==> config.mk <==
export PLATFORM = sky130hd
export DESIGN_NAME = fpes_host
export DESIGN_NICKNAME = d
export VERILOG_FILES = /design/src/include/fpes_pkg.sv /design/src/verilog/fpes_host.sv
export VERILOG_INCLUDE_DIRS = /design/src /design/src/include
export SDC_FILE = /design/constraint.sdc
export NUM_CORES = 1
export LEC_CHECK = 0
export BUFFER_PORTS_ARGS = -buffer_cell sky130_fd_sc_hd__clkbuf_2
export CAP_MARGIN = 20
export CORE_UTILIZATION = 43
export CTS_BUF_LIST = sky130_fd_sc_hd__clkbuf_8
export DETAILED_ROUTE_END_ITERATION = 16
export PLACE_DENSITY = 0.79
export SLEW_MARGIN = 5
export SYNTH_ARGS = -nofsm -noshare
export SYNTH_HDL_FRONTEND = slang
export SYNTH_SLANG_ARGS = --single-unit
==> constraint.sdc <==
create_clock -name i_clk -period 1.45 [get_ports i_clk]
set_input_delay 0.29 -clock i_clk [delete_from_list [all_inputs] [get_ports i_clk]]
set_output_delay 0.29 -clock i_clk [all_outputs]
set_load 0.02 [all_outputs]
==> src/include/fpes_cfg.svh <==
// Constants for the flash status polling controller
`ifndef FPES_CFG_SVH
`define FPES_CFG_SVH
`define FPES_OFF_CTRL        8'h00
`define FPES_OFF_STATUS      8'h04
`define FPES_OFF_RESULT      8'h08
`define FPES_BIT_IDLE        7
`define FPES_BIT_ERASE_PAUSE 6
`define FPES_BIT_ERASE_FAIL  5
`define FPES_BIT_PROG_FAIL   4
`define FPES_BIT_PROGRAM_ERASE_ENABLE_INPUT_FAULT  3
`define FPES_BIT_PROG_PAUSE  2
`define FPES_BIT_PROT_HIT    1
`define FPES_SPARE_MASK      8'hFE
`define FPES_CMD_READ_STATUS 8'h70
`define FPES_CMD_CLEAR       8'h50
`define FPES_STATUS_IDLE     8'h80
`define FPES_HSIZE_WORD      3'h2
// Extra read strobe cycles so the input synchroniser catches settled data
`define FPES_SYNC_EXTRA      8'h02
`define FPES_STROBE_NS       100
`define FPES_CLK_NS          20
`define FPES_STROBE_CYC      ((`FPES_STROBE_NS + `FPES_CLK_NS - 1) / `FPES_CLK_NS)
`endif

==> src/include/fpes_pkg.sv <==
// Types for the flash status polling controller
package fpes_pkg;
  typedef enum logic [2:0] {
    FPES_IDLE,
    FPES_WR_CMD,
    FPES_WR_GAP,
    FPES_RD_PULSE,
    FPES_RD_GAP,
    FPES_DONE
  } fpes_state_e;
  typedef logic [7:0] fpes_byte_t;
endpackage

==> src/verilog/fpes_host.sv <==
// Host controller that polls and clears a flash status register over AHB-Lite
// How it works
// - Each poll toggles output enable so the device refreshes status.
// - Other bits are ignored until idle, then checked for errors.
// - Software is told errors are pending before issuing commands.
// - Spare bit is masked out of every captured value.
`timescale 1ns/1ps
`default_nettype none
`include "fpes_cfg.svh"
module fpes_host #(
  parameter int STROBE_CYC = `FPES_STROBE_CYC
) (
  input  wire logic        i_clk,
  input  wire logic        i_resetn,
  input  wire logic        i_hsel,
  input  wire logic [31:0] i_haddr,
  input  wire logic [1:0]  i_htrans,
  input  wire logic        i_hwrite,
  input  wire logic [2:0]  i_hsize,
  input  wire logic [31:0] i_hwdata,
  input  wire logic        i_hready,
  output logic      [31:0] o_hrdata,
  output logic             o_hreadyout,
  output logic             o_hresp,
  input  wire logic [7:0]  i_low_data_byte,
  output logic      [7:0]  o_low_data_byte,
  output logic             o_low_data_byte_oe,
  output logic             o_chip_select_n,
  output logic             o_output_enable_n,
  output logic             o_write_enable_n
);
  // Read strobe adds the sync cycles to an 8-bit counter
  if (STROBE_CYC < 1 || STROBE_CYC > 253)
  begin : g_bad_strobe
    $error("STROBE_CYC out of range");
  end

  logic rst_s1_q;
  logic rst_n;
  always_ff @(posedge i_clk or negedge i_resetn)
  begin
    if (!i_resetn)
    begin
      rst_s1_q <= 1'b0;
      rst_n    <= 1'b0;
    end
    else
    begin
      rst_s1_q <= 1'b1;
      rst_n    <= rst_s1_q;
    end
  end

  logic [7:0] din_s1_q;
  logic [7:0] din_s2_q;
  always_ff @(posedge i_clk or negedge rst_n)
  begin
    if (!rst_n)
    begin
      din_s1_q <= 8'h00;
      din_s2_q <= 8'h00;
    end
    else
    begin
      din_s1_q <= i_low_data_byte;
      din_s2_q <= din_s1_q;
    end
  end

  // AHB address phase capture
  logic        ap_wr_q;
  logic        ap_wr_d;
  logic        ap_rd_d;
  logic [7:0]  ap_addr_q;
  logic [7:0]  ap_addr_d;
  wire logic   ap_valid = i_hsel && i_hready && i_htrans[1] && (i_hsize == `FPES_HSIZE_WORD);

  fpes_pkg::fpes_state_e state_q;
  fpes_pkg::fpes_state_e state_d;
  logic [7:0]  cnt_q;
  logic [7:0]  cnt_d;
  logic        clear_q;
  logic        clear_d;
  fpes_pkg::fpes_byte_t result_q;
  fpes_pkg::fpes_byte_t result_d;
  logic        done_q;
  logic        done_d;
  logic [31:0] rdata_q;
  logic [31:0] rdata_d;

  function automatic logic [1:0] fpes_decode(input logic [7:0] a);
    if (a == `FPES_OFF_CTRL)
      fpes_decode = 2'h1;
    else if (a == `FPES_OFF_STATUS)
      fpes_decode = 2'h2;
    else if (a == `FPES_OFF_RESULT)
      fpes_decode = 2'h3;
    else
      fpes_decode = 2'h0;
  endfunction

  wire logic busy   = (state_q != fpes_pkg::FPES_IDLE) && (state_q != fpes_pkg::FPES_DONE);
  wire logic [7:0] r = result_q;
  wire logic errs   = r[`FPES_BIT_ERASE_FAIL] | r[`FPES_BIT_PROG_FAIL] |
                      r[`FPES_BIT_PROGRAM_ERASE_ENABLE_INPUT_FAULT] | r[`FPES_BIT_PROT_HIT];

  always_comb
  begin
    ap_wr_d   = ap_valid && i_hwrite;
    ap_rd_d   = ap_valid && !i_hwrite;
    ap_addr_d = ap_valid ? i_haddr[7:0] : ap_addr_q;
    state_d   = state_q;
    cnt_d     = cnt_q;
    clear_d   = clear_q;
    result_d  = result_q;
    done_d    = done_q;
    rdata_d   = 32'h0000_0000;
    if (ap_rd_d)
    begin
      case (fpes_decode(i_haddr[7:0]))
        2'h2:    rdata_d = {26'h0, errs && done_q,
                            r[`FPES_BIT_PROT_HIT] && done_q, errs && done_q, 1'b0, done_q, busy};
        2'h3:    rdata_d = {24'h0, result_q};
        default: rdata_d = 32'h0000_0000;
      endcase
    end
    // Write to control starts a poll (bit0) or a clear (bit1)
    if (ap_wr_q && fpes_decode(ap_addr_q) == 2'h1 && !busy)
    begin
      clear_d = i_hwdata[1];
      if (i_hwdata[0] || i_hwdata[1])
      begin
        state_d = fpes_pkg::FPES_WR_CMD;
        cnt_d   = 8'(STROBE_CYC);
        done_d  = 1'b0;
      end
    end
    case (state_q)
      fpes_pkg::FPES_WR_CMD:
      begin
        if (cnt_q == 8'h01)
        begin
          state_d = fpes_pkg::FPES_WR_GAP;
          cnt_d   = 8'(STROBE_CYC);
        end
        else
          cnt_d = cnt_q - 8'h01;
      end
      fpes_pkg::FPES_WR_GAP:
      begin
        if (cnt_q == 8'h01)
        begin
          state_d = clear_q ? fpes_pkg::FPES_DONE : fpes_pkg::FPES_RD_PULSE;
          cnt_d   = 8'(STROBE_CYC) + `FPES_SYNC_EXTRA;
          if (clear_q)
          begin
            result_d = `FPES_STATUS_IDLE;
            done_d   = 1'b1;
          end
        end
        else
          cnt_d = cnt_q - 8'h01;
      end
      fpes_pkg::FPES_RD_PULSE:
      begin
        if (cnt_q == 8'h01)
        begin
          // Sample after sync delay; mask spare bit
          result_d = din_s2_q & `FPES_SPARE_MASK;
          state_d  = fpes_pkg::FPES_RD_GAP;
          cnt_d    = 8'(STROBE_CYC);
        end
        else
          cnt_d = cnt_q - 8'h01;
      end
      fpes_pkg::FPES_RD_GAP:
      begin
        if (cnt_q == 8'h01)
        begin
          // Other bits are meaningless while busy, keep toggling OE
          if (result_q[`FPES_BIT_IDLE])
          begin
            state_d = fpes_pkg::FPES_DONE;
            done_d  = 1'b1;
          end
          else
          begin
            state_d = fpes_pkg::FPES_RD_PULSE;
            cnt_d   = 8'(STROBE_CYC) + `FPES_SYNC_EXTRA;
          end
        end
        else
          cnt_d = cnt_q - 8'h01;
      end
      default: ;
    endcase
  end

  always_ff @(posedge i_clk or negedge rst_n)
  begin
    if (!rst_n)
    begin
      ap_wr_q   <= 1'b0;
      ap_addr_q <= 8'h00;
      state_q   <= fpes_pkg::FPES_IDLE;
      cnt_q     <= 8'h00;
      clear_q   <= 1'b0;
      result_q  <= 8'h00;
      done_q    <= 1'b0;
      rdata_q   <= 32'h0000_0000;
    end
    else
    begin
      ap_wr_q   <= ap_wr_d;
      ap_addr_q <= ap_addr_d;
      state_q   <= state_d;
      cnt_q     <= cnt_d;
      clear_q   <= clear_d;
      result_q  <= result_d;
      done_q    <= done_d;
      rdata_q   <= rdata_d;
    end
  end

  // Pins: address is don't-care, status returns at any address
  assign o_chip_select_n    = !busy;
  assign o_write_enable_n   = state_q != fpes_pkg::FPES_WR_CMD;
  assign o_low_data_byte_oe = (state_q == fpes_pkg::FPES_WR_CMD) ||
                              (state_q == fpes_pkg::FPES_WR_GAP);
  assign o_low_data_byte    = clear_q ? `FPES_CMD_CLEAR : `FPES_CMD_READ_STATUS;
  assign o_output_enable_n  = state_q != fpes_pkg::FPES_RD_PULSE;
  assign o_hrdata           = rdata_q;
  assign o_hreadyout        = 1'b1;
  assign o_hresp            = 1'b0;
endmodule
`default_nettype wire
==> reports/metrics.yaml <==
status:
  status: "finished, violations left"
  violations: "setup timing"
yosys:
  synthCells: 253
  yosys_warnings: 0
  synth.distinct_cells: 49
  ys_ff_latch: 53
  syn_avg_cell_area_sq_um: 10.3
  ys_seq_area_frac: 0.510
  synth_ff_type: "dfrtp_1"
  async_flop_share: 1.00
  synth_edf_count: 0
  syn_area_sq_um: 2600
timing:
  grt_setup_unrepaired: "true"
  worst_pin_slew_ns: 0.577
  drv_slew: 0
  period_share: 1.22
  setup_viol: 23
  fmax_mhz: 567
  period_needed_ns: 1.76
  maxSlewHeadroom: 0.614
  layout_setup_ws_ns: -0.313
  hold_viol: 0
  finClkSkew_ns: 0.0108
flow_run:
  cap_violations: 0
setup_path:
  crit_path_start: "cnt_q[1]"
  worstPathRequired_ns: 1.65
  start_kind: "flip-flop"
  slowest_stage: "dfrtp_1"
  crit_arrival_ns: 1.96
  timing.setup.critical_path_class: "flip-flop to flip-flop"
  worst_setup_path_end_kind: "flip-flop"
  cp_slowest_stage_delay_ns: 0.40
  ff2ff_setup_slack_ns: -0.31
  r2r_start: "cnt_q[1]"
  cp_cell_sequence: "inv_2 > ha_4 > nor4b_4 > and2_4 > nand3b_1 > nand2_1 > nand2_1"
  worst_path_most_repeated_cell: "nand2_1"
  worstPathMaxFanout: 7
clock_network:
  cts-root-buf: "clkbuf_8"
  numCtsBuffers: 5
  htree_num_levels: 2
  cts_tree: "yes"
  clk_pin_slew_worst_paths_ns: 0.10
  cts.sinks: 53
  clk_path_buf_depth: 2
  insertion_delay_ns: 0.31
grt:
  track_usage: 0.200
  grt_pass1_wl_um: 9710
  grt_max_degree: 29
  grt_antenna_before_repair: 0
  grt_pass1_vias: 2090
  grt_overflow: 0
detailed_routing:
  viasPerCell: 5.10
  route.vias.total: 2125
  first_iter_violations: 112
  routedWlPerCell_um: 14.9
  wl_um: 6220
  drtPass1Iterations: 5
  route.detailed.drc: 0
  final_antenna_net_count: 0
floorplan:
  io_pins: 128
  start_util: 0.458
  core-area_sq_um: 5680
  die_y_um: 79.8
  die_x_um: 79.8
  dieArea_sq_um: 6360
  rows: 27
place:
  dp_hpwl_um: 3980
  dp.cells: 392
  numPortBuffers: 38
  gp_congestion: 0.835
  place_area_sq_um: 3000
layout:
  area_growth_pct: 34.0
  stdcell_count: 417
  drive_above_1_share: 0.426
  fillers: 427
  antennaDiodeCount: 0
  multi_input_area_sq_um: 1280
  fin_area_sq_um: 3490
  fin_nets: 428
  seq_area_sq_um: 1330
min_path:
  hp-start: "i_low_data_byte[4]"
  hp-class: "primary input to flip-flop"
power:
  p_per_area_nw_per_um2: 1190
  power.leakage_nw: 1.69
  peakVddDrop_mv: 0.791
synth_stat cells, types with 2 or more instances:
cell	number	area, sq um
nor3_1	8	40.0
nand3_1	11	55.1
ha_1	2	25.0
nor3_2	2	20.0
a21oi_1	13	65.1
mux2_2	8	90.1
o211ai_1	2	15.0
buf_4	34	255
and2_1	6	37.5
nor2b_1	6	37.5
dfrtp_1	53	1330
nor2_1	13	48.8
and3_1	2	12.5
nand3b_1	5	37.5
inv_1	7	26.3
a31oi_1	3	18.8
nand2_1	29	109
o21ai_0	8	40.0
clkbuf_1	3	11.3
conb_1	2	7.51
or3_1	2	12.5
nor4_1	3	18.8
o21ai_1	5	25.0
cells in the final DEF (no fill, tap or decap), types with 4 or more instances in the layout:
| cell | count |
|---|---|
| a21oi_1 | 12 |
| and2_1 | 5 |
| buf_4 | 41 |
| buf_6 | 13 |
| clkbuf_2 | 34 |
| clkbuf_8 | 6 |
| conb_1 | 34 |
| dfrtp_1 | 51 |
| inv_1 | 5 |
| mux2_2 | 8 |
| nand2_1 | 28 |
| nand3_1 | 5 |
| nand3_2 | 6 |
| nand3b_1 | 5 |
| nor2_1 | 11 |
| nor3_1 | 4 |
| nor3_4 | 4 |
| o21ai_1 | 9 |
power breakdown:
group | total [W] | leakage [nW] | switching [W] | internal (W)
Sequential | 0.00182 | 0.656 | 0.000156 | 0.00166
Combinational | 0.00145 | 0.984 | 0.000770 | 0.000675
Clock | 0.000885 | 0.0506 | 0.000523 | 0.000362
cell families (layout without fill, tap and decap cells):
logic type | count (synthesis) | in the layout | share of synthesized area
DFF | 53 | 53 | 0.510
and+or+nand+nor | 100 | 100 | 0.218
muxes | 9 | 9 | 0.0385
adders and majority gates | 2 | 2 | 0.00962
xor gates and xnor gates | 1 | 1 | 0.00337
AOI/OAI and AO/OA | 40 | 40 | 0.0991
other | 2 | 34 | 0.00289
buffers and inverters | 46 | 106 | 0.119
registers in the layout, summed over array words and instances, names as in the netlist, 3 cells and up:
signal,flops
din_s1_q,7
r,7
state_q,3
ap_addr_q,8
o_hrdata,8
din_s2_q,7
cnt_q,8
worst max-delay path, delay by kind of cell, from the launching register on:
| kind | cells | cell delay [ns] |
|---|---|---|
| buffers and inverters | 1 | 0.08 |
| DFF | 1 | 0.40 |
| adders and majority gates | 1 | 0.12 |
| and+or+nand+nor | 5 | 1.04 |
per-stage QoR:
stage                     utilization  total power, W  hold WS (ns)  TNS [ns]  setup slack [ns]
after floorplan                     -         0.00261      -0.00559     -2.47            -0.236
after global placement          0.528         0.00298        0.0770     -5.07            -0.309
after detailed placement        0.528         0.00303        0.0778     -6.05            -0.349
after CTS                       0.598         0.00408        0.0740     -4.67            -0.269
after global routing            0.614         0.00437        0.0608     -7.10            -0.434
final                           0.614         0.00415        0.0783     -5.21            -0.313
per-layer routing:
layer,vias to the layer above,global-route usage,share of wire
met5,-,0,0
met4,0,0.0500,0.016
met3,12,0.0434,0.064
met2,90,0.360,0.54
met1,1037,0.240,0.38
li1,986,-,-
area by class of cell:
| cell class | instances | area share |
|---|---|---|
| well taps | 72 | 0.0258 |
| clock buffers | 5 | 0.0197 |
| repair buffers | 91 | 0.190 |
| inverters | 7 | 0.00754 |
| clock inverters | 3 | 0.00826 |
| multi-input cells | 186 | 0.367 |
| flip-flops and latches | 53 | 0.381 |
final timing paths:
check                                     to  depth (start not counted)
worst min-delay path             din_s1_q[4]                          1
max in group asynchronous       ap_addr_q[7]                          1
worst max register to register          r[3]                          7
min in group asynchronous        o_hrdata[1]                          1
worst max-delay path                    r[3]                          7
worst min register to register   o_hrdata[1]                          1
repair_timing:
item	in CTS	in global routing
setup buffers	13	5
resized for setup	47	22
hold buffers	1	0
endpoints found under the hold margin	2	0
endpoints found under the setup margin	24	25
gates cloned	0	0
pin swaps	18	17
(Power assumes the default switching activity.)
